==> config.mk <==
export PLATFORM = sky130hd
export DESIGN_NAME = dep_param_regs
export DESIGN_NICKNAME = d
export VERILOG_FILES = /design/src/design/dep_pkg.sv /design/src/design/dep_param_regs.sv
export VERILOG_INCLUDE_DIRS = /design/src /design/src/design
export SDC_FILE = /design/constraint.sdc
export NUM_CORES = 1
export LEC_CHECK = 0
export ABC_CLOCK_PERIOD_IN_PS = 3130
export BUFFER_PORTS_ARGS = -buffer_cell sky130_fd_sc_hd__buf_2
export CORE_MARGIN = 1
export CORE_UTILIZATION = 35
export DETAILED_ROUTE_END_ITERATION = 10
export GPL_TIMING_DRIVEN = 0
export PLACE_DENSITY = 0.59
export SYNTH_ARGS = -nofsm -noshare
export SYNTH_HDL_FRONTEND = slang
export SYNTH_SLANG_ARGS = --single-unit
==> constraint.sdc <==
create_clock -name clk -period 3.13 [get_ports clk]
set_clock_uncertainty 0.15 [all_clocks]
set_input_delay 0.4695 -clock clk [delete_from_list [all_inputs] [get_ports clk]]
set_output_delay 0.4695 -clock clk [all_outputs]
set_load 0.1 [all_outputs]
==> src/design/dep_regs.svh <==
// register offsets, field positions and reset values of the
// drawing engine parameter bank; definitions only
`ifndef DEP_REGS_SVH
`define DEP_REGS_SVH
`define DEP_AXSTEP    16'h8ae8
`define DEP_DIASTEP   16'h8ee8
`define DEP_ERRTERM   16'h92e8
`define DEP_MAJOR     16'h96e8
`define DEP_CMDSTAT   16'h9ae8
`define DEP_STROKE    16'h9ee8
`define DEP_BGCOL     16'ha2e8
`define DEP_FGCOL     16'ha6e8
`define DEP_WMASK     16'haae8
`define DEP_RMASK     16'haee8
`define DEP_CMPCOL    16'hb2e8
`define DEP_BGMIX     16'hb6e8
`define DEP_FGMIX     16'hbae8
`define DEP_MODE      16'hc2e8
`define DEP_MODE_WIDE 0
`define DEP_MODE_HALF 4
`define DEP_MODE_POL  7
`define DEP_MODE_CMP  8
`define DEP_CMD_SWAP  12
`define DEP_QSLOTS    4'h8
`define DEP_RST32     32'h0000_0000
`endif

==> src/design/dep_pkg.sv <==
// types of the drawing engine parameter bank
// assumes nothing beyond a SystemVerilog compiler
package dep_pkg;
   typedef enum logic [1:0] {
      DEP_IDLE = 2'b00,
      DEP_RUN  = 2'b01,
      DEP_VEC  = 2'b10
   } dep_state_t;
   typedef enum logic [2:0] {
      DEP_OP_NONE    = 3'b000,
      DEP_OP_LINE    = 3'b001,
      DEP_OP_FILL    = 3'b010,
      DEP_OP_VECTOR  = 3'b011,
      DEP_OP_COPY    = 3'b110,
      DEP_OP_PATTERN = 3'b111
   } dep_op_t;
   typedef struct packed {
      dep_op_t     op;
      logic        memory_direction;
      logic        multi_pixel_select;
      logic        skip_final_pixel;
      logic        angle_style_select;
      logic        draw_enable;
      logic [2:0]  heading_code;
      logic        host_data_wait;
      logic        wide_port;
      logic        low_byte_first;
      logic [12:0] pixel_count;
      logic [11:0] dest_x;
      logic [13:0] axial_step;
      logic [13:0] diagonal_step;
      logic [13:0] line_error_term;
   } dep_issue_t;
   typedef struct packed {
      logic [31:0] background_color;
      logic [31:0] foreground_color;
      logic [31:0] plane_write_mask;
      logic [31:0] plane_read_mask;
      logic [31:0] compare_color;
      logic [3:0]  bg_mix_fn;
      logic [1:0]  bg_new_colour_source;
      logic [3:0]  fg_mix_fn;
      logic [1:0]  fg_new_colour_source;
      logic        compare_enable;
      logic        compare_polarity;
   } dep_pixel_cfg_t;
   typedef struct packed {
      logic             waitreq;
      logic [31:0]      rdata;
      logic [15:0]      axial_step;
      logic [15:0]      diag_step;
      logic [15:0]      error_term;
      logic [15:0]      major_count;
      logic [15:0]      bg_mix;
      logic [15:0]      fg_mix;
      logic [31:0]      bg_color;
      logic [31:0]      fg_color;
      logic [31:0]      wmask;
      logic [31:0]      rmask;
      logic [31:0]      cmp_color;
      logic [8:0]       mode;
      logic             last_swap;
      logic [7:0][16:0] queue;
      logic [2:0]       head;
      logic [2:0]       tail;
      logic [3:0]       count;
      dep_state_t       st;
      logic [7:0]       pend_vec;
      dep_issue_t       issue;
      logic             issue_valid;
      logic             busy;
   } dep_state_regs_t;
endpackage

==> src/design/dep_param_regs.sv <==
// parameter, command and status bank of the 2-D drawing engine
// assumes an Avalon-MM master on clk and an engine that pulses
// engine_done once per issued operation
`timescale 1ns/1ps
`default_nettype none
`include "dep_regs.svh"

// What this block does
// - low 12 bits of shared register are destination X for copy, pattern
// - major axis count holds pixel count minus one
// - status low byte shows queue occupancy as thermometer code
// - status bit 8 shows pixel port read data waiting
// - status bit 9 busy while executing, bit 10 when queue empty
// - command bit 0 memory direction, bit 1 multi pixel mode
// - command bit 2 omits final pixel of line; short stroke vectors always draw it
// - bit 3 axial or radial heading, bit 4 draw or move only
// - command bits 7 to 5 give heading code
// - command bit 8 makes engine wait for host pixel data
// - bit 9 selects port width, bit 12 byte order
// - command type decode: nop, line, fill, copy, pattern; others reserved
// - line uses step constants or encoded angle per bit 3
// - fill draws rows of major count plus one pixels, minor-count rows
// - copy moves rectangle, pattern repeats 8x8 tile; source X aligned
// - short stroke word holds two vectors drawn in byte order
// - wide pixel mode: 16-bit halves of colour registers, flag toggles
// - write mask gates planes, read mask selects source planes
// - compare enable and polarity decide suppressed pixel updates
// - mix low nibble picks one of sixteen logic combinations
// - mix source field picks background, foreground, host or memory
module dep_param_regs (
   input  wire logic                 clk,
   input  wire logic                 resetn,
   input  wire logic                 ce,
   input  wire logic [15:0]          avs_address,
   input  wire logic                 avs_read,
   input  wire logic                 avs_write,
   input  wire logic [31:0]          avs_writedata,
   input  wire logic [3:0]           avs_byteenable,
   output logic [31:0]               avs_readdata,
   output logic                      avs_waitrequest,
   input  wire logic                 read_word_ready,
   input  wire logic                 engine_done,
   output var dep_pkg::dep_issue_t   issue,
   output logic                      issue_valid,
   output var dep_pkg::dep_pixel_cfg_t pixel_cfg
);
   localparam int SW = $bits(dep_pkg::dep_state_regs_t);
   localparam dep_pkg::dep_state_regs_t RST_ST =
      dep_pkg::dep_state_regs_t'({1'b1, {(SW - 1){1'b0}}});

   dep_pkg::dep_state_regs_t r;
   dep_pkg::dep_state_regs_t next_r;
   logic        stall;
   logic        acc;
   logic        push;
   logic        pop;
   logic        col_hit;
   logic [16:0] entry;
   logic [16:0] head_e;
   logic [8:0]  therm9;
   logic [7:0]  therm;

   function automatic logic [15:0] m16(input logic [15:0] old,
                                       input logic [15:0] wd,
                                       input logic [1:0]  be);
      m16 = {be[1] ? wd[15:8] : old[15:8],
             be[0] ? wd[7:0] : old[7:0]};
   endfunction

   // wide mode moves one 16-bit half per access
   function automatic logic [31:0] wr32(input logic [31:0] old,
                                        input logic [31:0] wd,
                                        input logic [3:0]  be,
                                        input logic        wide,
                                        input logic        half);
      if (!wide) begin
         wr32 = {m16(old[31:16], wd[31:16], be[3:2]),
                 m16(old[15:0], wd[15:0], be[1:0])};
      end else if (half) begin
         wr32 = {m16(old[31:16], wd[15:0], be[1:0]), old[15:0]};
      end else begin
         wr32 = {old[31:16], m16(old[15:0], wd[15:0], be[1:0])};
      end
   endfunction

   function automatic logic [31:0] rd32(input logic [31:0] v,
                                        input logic        wide,
                                        input logic        half);
      if (!wide) begin
         rd32 = v;
      end else begin
         rd32 = {16'h0000, half ? v[31:16] : v[15:0]};
      end
   endfunction

   function automatic dep_pkg::dep_issue_t vec_issue(input logic [7:0] b);
      dep_pkg::dep_issue_t i;
      i = '0;
      i.op = dep_pkg::DEP_OP_VECTOR;
      i.memory_direction = 1'b1;
      i.angle_style_select = 1'b1;
      i.draw_enable = b[4];
      i.heading_code = b[7:5];
      i.pixel_count = 13'({9'h000, b[3:0]}) + 13'h0001;
      vec_issue = i;
   endfunction

   function automatic dep_pkg::dep_issue_t command_issue(
         input logic [15:0] c,
         input dep_pkg::dep_state_regs_t s);
      dep_pkg::dep_issue_t i;
      i = '0;
      unique case (c[15:13])
         3'b001:  i.op = dep_pkg::DEP_OP_LINE;
         3'b010:  i.op = dep_pkg::DEP_OP_FILL;
         3'b110:  i.op = dep_pkg::DEP_OP_COPY;
         3'b111:  i.op = dep_pkg::DEP_OP_PATTERN;
         default: i.op = dep_pkg::DEP_OP_NONE;
      endcase
      i.memory_direction = c[0];
      i.multi_pixel_select = c[1];
      i.skip_final_pixel = c[2];
      i.angle_style_select = c[3];
      i.draw_enable = c[4];
      i.heading_code = c[7:5];
      i.host_data_wait = c[8];
      i.wide_port = c[9];
      i.low_byte_first = c[`DEP_CMD_SWAP];
      i.pixel_count = 13'({1'b0, s.major_count[11:0]}) + 13'h0001;
      if (i.op == dep_pkg::DEP_OP_LINE && !c[3]) begin
         i.axial_step = s.axial_step[13:0];
         i.diagonal_step = s.diag_step[13:0];
         i.line_error_term = s.error_term[13:0];
      end
      if (i.op == dep_pkg::DEP_OP_COPY ||
          i.op == dep_pkg::DEP_OP_PATTERN) begin
         i.dest_x = s.diag_step[11:0];
      end
      command_issue = i;
   endfunction

   always_comb begin
      next_r = r;
      next_r.issue_valid = 1'b0;
      push = 1'b0;
      pop = 1'b0;
      col_hit = 1'b0;
      entry = '0;
      head_e = r.queue[r.head];
      therm9 = 9'((9'h001 << r.count) - 9'h001);
      therm = therm9[7:0];
      // a full queue holds off command writes by waitrequest
      stall = avs_write && r.count == `DEP_QSLOTS &&
              (avs_address == `DEP_CMDSTAT || avs_address == `DEP_STROKE);
      acc = r.waitreq && (avs_read || avs_write) && !stall;
      if (!r.waitreq) begin
         next_r.waitreq = 1'b1;
      end else if (acc) begin
         next_r.waitreq = 1'b0;
         next_r.rdata = `DEP_RST32;
         unique case (avs_address)
            `DEP_AXSTEP: begin
               if (avs_write) begin
                  next_r.axial_step = m16(r.axial_step, avs_writedata[15:0], avs_byteenable[1:0]);
               end
               next_r.rdata = {16'h0000, r.axial_step};
            end
            `DEP_DIASTEP: begin
               if (avs_write) begin
                  next_r.diag_step = m16(r.diag_step, avs_writedata[15:0], avs_byteenable[1:0]);
               end
               next_r.rdata = {16'h0000, r.diag_step};
            end
            `DEP_ERRTERM: begin
               if (avs_write) begin
                  next_r.error_term = m16(r.error_term, avs_writedata[15:0], avs_byteenable[1:0]);
               end
               next_r.rdata = {16'h0000, r.error_term};
            end
            `DEP_MAJOR: begin
               if (avs_write) begin
                  next_r.major_count = m16(r.major_count, avs_writedata[15:0], avs_byteenable[1:0]);
               end
               next_r.rdata = {16'h0000, r.major_count};
            end
            `DEP_CMDSTAT: begin
               if (avs_write) begin
                  push = 1'b1;
                  entry = {1'b0, avs_writedata[15:0]};
               end
               next_r.rdata = {21'h000000, r.count == 4'h0, r.busy,
                               read_word_ready, therm};
            end
            `DEP_STROKE: begin
               if (avs_write) begin
                  push = 1'b1;
                  entry = {1'b1, avs_writedata[15:0]};
               end
            end
            `DEP_BGCOL: begin
               col_hit = 1'b1;
               if (avs_write) begin
                  next_r.bg_color = wr32(r.bg_color, avs_writedata, avs_byteenable,
                                         r.mode[`DEP_MODE_WIDE], r.mode[`DEP_MODE_HALF]);
               end
               next_r.rdata = rd32(r.bg_color, r.mode[`DEP_MODE_WIDE], r.mode[`DEP_MODE_HALF]);
            end
            `DEP_FGCOL: begin
               col_hit = 1'b1;
               if (avs_write) begin
                  next_r.fg_color = wr32(r.fg_color, avs_writedata, avs_byteenable,
                                         r.mode[`DEP_MODE_WIDE], r.mode[`DEP_MODE_HALF]);
               end
               next_r.rdata = rd32(r.fg_color, r.mode[`DEP_MODE_WIDE], r.mode[`DEP_MODE_HALF]);
            end
            `DEP_WMASK: begin
               col_hit = 1'b1;
               if (avs_write) begin
                  next_r.wmask = wr32(r.wmask, avs_writedata, avs_byteenable,
                                      r.mode[`DEP_MODE_WIDE], r.mode[`DEP_MODE_HALF]);
               end
               next_r.rdata = rd32(r.wmask, r.mode[`DEP_MODE_WIDE], r.mode[`DEP_MODE_HALF]);
            end
            `DEP_RMASK: begin
               col_hit = 1'b1;
               if (avs_write) begin
                  next_r.rmask = wr32(r.rmask, avs_writedata, avs_byteenable,
                                      r.mode[`DEP_MODE_WIDE], r.mode[`DEP_MODE_HALF]);
               end
               next_r.rdata = rd32(r.rmask, r.mode[`DEP_MODE_WIDE], r.mode[`DEP_MODE_HALF]);
            end
            `DEP_CMPCOL: begin
               col_hit = 1'b1;
               if (avs_write) begin
                  next_r.cmp_color = wr32(r.cmp_color, avs_writedata, avs_byteenable,
                                          r.mode[`DEP_MODE_WIDE], r.mode[`DEP_MODE_HALF]);
               end
               next_r.rdata = rd32(r.cmp_color, r.mode[`DEP_MODE_WIDE], r.mode[`DEP_MODE_HALF]);
            end
            `DEP_BGMIX: begin
               if (avs_write) begin
                  next_r.bg_mix = m16(r.bg_mix, avs_writedata[15:0], avs_byteenable[1:0]);
               end
               next_r.rdata = {16'h0000, r.bg_mix};
            end
            `DEP_FGMIX: begin
               if (avs_write) begin
                  next_r.fg_mix = m16(r.fg_mix, avs_writedata[15:0], avs_byteenable[1:0]);
               end
               next_r.rdata = {16'h0000, r.fg_mix};
            end
            `DEP_MODE: begin
               if (avs_write) begin
                  next_r.mode = 9'(m16({7'h00, r.mode}, avs_writedata[15:0], avs_byteenable[1:0]));
               end
               next_r.rdata = {23'h000000, r.mode};
            end
            default: next_r.rdata = `DEP_RST32;
         endcase
         if (col_hit && r.mode[`DEP_MODE_WIDE]) begin
            next_r.mode[`DEP_MODE_HALF] = ~r.mode[`DEP_MODE_HALF];
         end
      end
      if (push) begin
         next_r.queue[r.tail] = entry;
         next_r.tail = r.tail + 3'h1;
      end
      unique case (r.st)
         dep_pkg::DEP_IDLE: begin
            if (r.count != 4'h0) begin
               pop = 1'b1;
               next_r.head = r.head + 3'h1;
               if (head_e[16]) begin
                  next_r.issue = vec_issue(r.last_swap ? head_e[7:0] : head_e[15:8]);
                  next_r.pend_vec = r.last_swap ? head_e[15:8] : head_e[7:0];
                  next_r.issue_valid = 1'b1;
                  next_r.st = dep_pkg::DEP_VEC;
               end else begin
                  next_r.last_swap = head_e[`DEP_CMD_SWAP];
                  next_r.issue = command_issue(head_e[15:0], r);
                  // nop and reserved codes finish at once
                  if (next_r.issue.op != dep_pkg::DEP_OP_NONE) begin
                     next_r.issue_valid = 1'b1;
                     next_r.st = dep_pkg::DEP_RUN;
                  end
               end
            end
         end
         dep_pkg::DEP_RUN: begin
            if (engine_done) begin
               next_r.st = dep_pkg::DEP_IDLE;
            end
         end
         dep_pkg::DEP_VEC: begin
            if (engine_done) begin
               next_r.issue = vec_issue(r.pend_vec);
               next_r.issue_valid = 1'b1;
               next_r.st = dep_pkg::DEP_RUN;
            end
         end
         default: next_r.st = dep_pkg::DEP_IDLE;
      endcase
      next_r.count = 4'(r.count + {3'h0, push} - {3'h0, pop});
      // busy until queue and engine drain
      next_r.busy = next_r.count != 4'h0 || next_r.st != dep_pkg::DEP_IDLE;
   end

   always_ff @(posedge clk or negedge resetn) begin
      if (!resetn) begin
         r <= RST_ST;
      end else if (ce) begin
         r <= next_r;
      end
   end

   assign avs_waitrequest = r.waitreq;
   assign avs_readdata = r.rdata;
   assign issue = r.issue;
   assign issue_valid = r.issue_valid;
   assign pixel_cfg = '{background_color: r.bg_color,
                        foreground_color: r.fg_color,
                        plane_write_mask: r.wmask,
                        plane_read_mask: r.rmask,
                        compare_color: r.cmp_color,
                        bg_mix_fn: r.bg_mix[3:0],
                        bg_new_colour_source: r.bg_mix[6:5],
                        fg_mix_fn: r.fg_mix[3:0],
                        fg_new_colour_source: r.fg_mix[6:5],
                        compare_enable: r.mode[`DEP_MODE_CMP],
                        compare_polarity: r.mode[`DEP_MODE_POL]};

   AST_THERMO: assert property (@(posedge clk) disable iff (!resetn)
      ce && acc && avs_read && avs_address == `DEP_CMDSTAT
      |=> avs_readdata[7:0] == $past(therm))
      else $error("queue level not thermometer coded");
   AST_READY: assert property (@(posedge clk) disable iff (!resetn)
      ce && acc && avs_read && avs_address == `DEP_CMDSTAT
      |=> avs_readdata[8] == $past(read_word_ready))
      else $error("read data flag wrong");
   AST_IDLE: assert property (@(posedge clk) disable iff (!resetn)
      ce && r.count == 4'h0 && r.st == dep_pkg::DEP_IDLE && !push
      |=> !r.busy)
      else $error("busy with nothing queued");
   AST_BUSY: assert property (@(posedge clk) disable iff (!resetn)
      ce && push |=> r.busy && r.count != 4'h0 ##0 !avs_waitrequest)
      else $error("command write did not raise busy");
   AST_COUNT: assert property (@(posedge clk) disable iff (!resetn)
      ce && pop && !head_e[16] && head_e[15:13] == 3'b010
      |=> issue_valid && issue.pixel_count == 13'($past(r.major_count[11:0])) + 13'h0001)
      else $error("fill length not count plus one");
   AST_DESTX: assert property (@(posedge clk) disable iff (!resetn)
      issue_valid && issue.op != dep_pkg::DEP_OP_COPY &&
      issue.op != dep_pkg::DEP_OP_PATTERN |-> issue.dest_x == 12'h000)
      else $error("destination x used outside copies");
   AST_SKIP: assert property (@(posedge clk) disable iff (!resetn)
      ce && pop && !head_e[16] && head_e[15:13] == 3'b001
      |=> issue.skip_final_pixel == $past(head_e[2]))
      else $error("final pixel control lost");
   AST_RESERVED: assert property (@(posedge clk) disable iff (!resetn)
      ce && pop && !head_e[16] && head_e[15:13] inside {3'b011, 3'b100, 3'b101}
      |=> !issue_valid && r.st == dep_pkg::DEP_IDLE)
      else $error("reserved command was issued");
   AST_STROKE: assert property (@(posedge clk) disable iff (!resetn)
      ce && pop && head_e[16] && !r.last_swap
      |=> issue.heading_code == $past(head_e[15:13]) && r.pend_vec == $past(head_e[7:0]))
      else $error("short vectors out of order");
   AST_HALF: assert property (@(posedge clk) disable iff (!resetn)
      ce && acc && r.mode[`DEP_MODE_WIDE] &&
      avs_address inside {`DEP_BGCOL, `DEP_FGCOL, `DEP_WMASK, `DEP_RMASK, `DEP_CMPCOL}
      |=> r.mode[`DEP_MODE_HALF] != $past(r.mode[`DEP_MODE_HALF]))
      else $error("half select flag did not toggle");
endmodule
`default_nettype wire

==> out/qor.yml <==
outcome: "finished, violations left"
violations: "negative setup slack"
p_per_area_nw_per_um2: 579
path_clk_slew_ns: 0.06
register_area_um2: 13500
htreeDepth: 2
synthAdderAreaFrac_pct: 0.641
pin_count: 348
drt_iter0_drc: 2139
vdd_ir_drop_max_v: 0.000464
worstMarginPinSlew_ns: 1.32
max_freq_ghz: 0.317
drc: 0
die_h_um: 277
place_area_um2: 29700
post_drt_wl_per_cell_um: 25.8
synth_compound_area_share_pct: 12.7
hpwl_um: 74800
die_w_um: 277
slowest_stage: "or4_4"
stdcell_count: 3910
dieArea_um2: 77000
cts-root-buf: "clkbuf_16"
p_leak_uw: 0.0160
setup_ws_ns: -0.0246
syn_nets: 2533
end_kind: "register"
yosysMostFrequentCell: "dfrtp_1"
clk_latency_ns: 0.65
cts_tree: "done"
max_cap_violations: 0
synth_top_family_by_area: "multiplexers"
multi_input_area_um2: 10600
cts_inserted_buffers: 58
placed_cells: 3779
gp_congestion: 0.966
track_usage_pct: 25.8
min_period_ns: 3.15
ys_warn_count: 0
yosys.area.top_type: "dfrtp_1"
synthTopCellsByCount: "dfrtp_1 (537), nand2_1 (345), buf_4 (287)"
synth.area.top_cells: "dfrtp_1 (51%), mux2_2 (8.5%), buf_4 (8.1%), o21ai_0 (5.1%), nand2_1 (4.9%)"
synth-edff-count: 0
synth.cell_area_um2: 26600
fill_cells: 7230
cp.required_ns: 3.56
drv_slew: 0
via_count: 21500
hold_path.class: "in -> reg"
drt_pass1_iterations: 8
path_max_fanout: 10
synth_top_cell_area_share_pct: 50.6
p_total_uw: 18700
fin_util_pct: 43.2
yosysSeqAreaShare_pct: 50.7
slew_headroom_pct: 11.3
synth_xor_area_share_pct: 0.759
syn_avg_cell_area_um2: 10.8
ctsLongestPathBuffers: 3
setup_viol: 2
detail-route-antenna-nets: 0
hold_viol_final: 0
drive_above_1_share_pct: 38.0
fin_crit_sh_pct: 101
io_buffer_count: 344
viasPerCell: 5.49
synthMuxAreaShare_pct: 13.6
grt_max_degree: 120
critPathMaxStageDelay_ns: 0.59
synthSimpleGateAreaFrac_pct: 11.0
cp_num_buf_inv: 3
synth_ff_type: "dfrtp_1"
areaGrowthSynthToFinish_pct: 21.6
rsz0062_at_grt: "yes"
synthArstFlopShare_pct: 100
coreArea_um2: 74700
synthCells: 2461
wl_um: 101000
grt_pass1_vias: 21000
fin_area_um2: 32300
grt_pass1_wl_um: 146000
rows: 100
cts.sinks: 538
cp.arrival_ns: 3.58
crit_type: "in -> reg"
grt_antenna_before_repair: 11
yosysUniqueCellTypes: 80
worstPathCellList: "buf_2 -> or4b_1 -> buf_2 -> or4_4 -> buf_6 -> nor3_4 -> a222oi_1 -> and4b_1 -> o21ai_1"
ys_ff_latch: 538
start_kind: "input port"
initial_core_util_pct: 35.5
place_ws_ns: -1.48
grt_overflow: 0
cpMostUsedCell: "buf_2"
fin_nets: 2964
critical_path.top_delay_family: "simple AND/OR/NAND/NOR gates"
cells in the final DEF, fill, tap and decap left out, drive strengths merged, types with 5 or more instances in the layout:
cell type / count
nand4: 25
mux4: 41
mux2: 202
a222oi: 12
a32oi: 13
o21ai: 274
inv: 26
xor2: 10
mux2i: 41
clkbuf: 208
clkinv: 11
nor2: 58
a31oi: 8
dfrtp: 537
ha: 12
nor4: 16
and3: 17
nor3: 31
a22oi: 43
nand2: 348
o22a: 9
nor2b: 23
o22ai: 5
and2: 10
or3: 5
nand2b: 5
a22o: 68
a221oi: 5
nand3: 47
buf: 684
xnor2: 13
a21oi: 52
nor3b: 5
layout make-up:
class / count / share of cell area (%)
Sequential cell: 538 / 41.7
Multi-Input combinational cell: 1465 / 32.8
Buffer: 428 / 8.81
Timing Repair Buffer: 376 / 6.53
Clock buffer: 91 / 5.44
Tap cell: 969 / 3.76
Clock inverter: 16 / 0.628
Inverter: 25 / 0.306
Antenna cell: 2 / 0.0155
timing repair:
| item | in CTS | in global routing |
|---|---|---|
| hold buffers | 1 | 0 |
| setup buffers | 12 | 14 |
| setup endpoints to repair | 349 | 208 |
| hold endpoints to repair | 47 | 0 |
| pin swaps | 7 | 10 |
| resized for setup | 72 | 46 |
cells by family after synthesis:
logic type | Yosys count
AND/OR/NAND/NOR | 613
flip-flops | 538
AO/OA/AOI/OAI | 532
buffers and inverters | 458
multiplexers | 284
XOR/XNOR | 23
adder cells (fa/ha/maj) | 13
per-layer routing:
| layer | GRT usage (%) | vias to the layer above | wire length (um) | share of wire, % |
|---|---|---|---|---|
| met5 | 0 | - | 76 | 0.075 |
| met4 | 7.12 | 12 | 2560 | 2.5 |
| met3 | 5.47 | 156 | 8780 | 8.7 |
| met2 | 38.9 | 985 | 44800 | 44 |
| met1 | 37.1 | 10900 | 44600 | 44 |
| li1 | - | 9377 | - | - |
report_power, final:
part	internal, uW	total, uW	switching, uW
Combinational	1350	4220	2870
Clock	4100	7130	3030
Sequential	7130	7340	206
final timing paths:
check	start	to	slack, ns	cells past startpoint
min in group asynchronous	resetn	r[220]	0.20	2
min	engine_done	r[0]	0.12	4
max reg2reg	r[96]	pixel_cfg[78]	0.03	7
min reg2reg	r[213]	r[213]	0.32	2
max	avs_address[1]	avs_readdata[4]	-0.02	9
max in group asynchronous	resetn	issue[25]	0.81	5
registers in the layout, indices dropped and copies added (netlist names):
name / count
issue_valid: 1
r: 249
pixel_cfg: 174
avs_readdata: 32
avs_waitrequest: 1
issue: 81
per-stage QoR:
step	hold WS, ns	setup TNS [ns]
2_1_floorplan	0.0239	-0.176
3_3_place_gp	0.307	-5700.06
3_5_place_dp	0.261	-238.43
4_1_cts	0.0720	-0.00719
5_1_grt	0.115	-0.144
6_report	0.119	-0.0316
tightest hold or removal path, stage by stage:
cell	delay [ns]
buf_2	0.11
a21oi_1	0.09
nand4_1	0.11
a31oi_1	0.08
(Power assumes the default switching activity.)
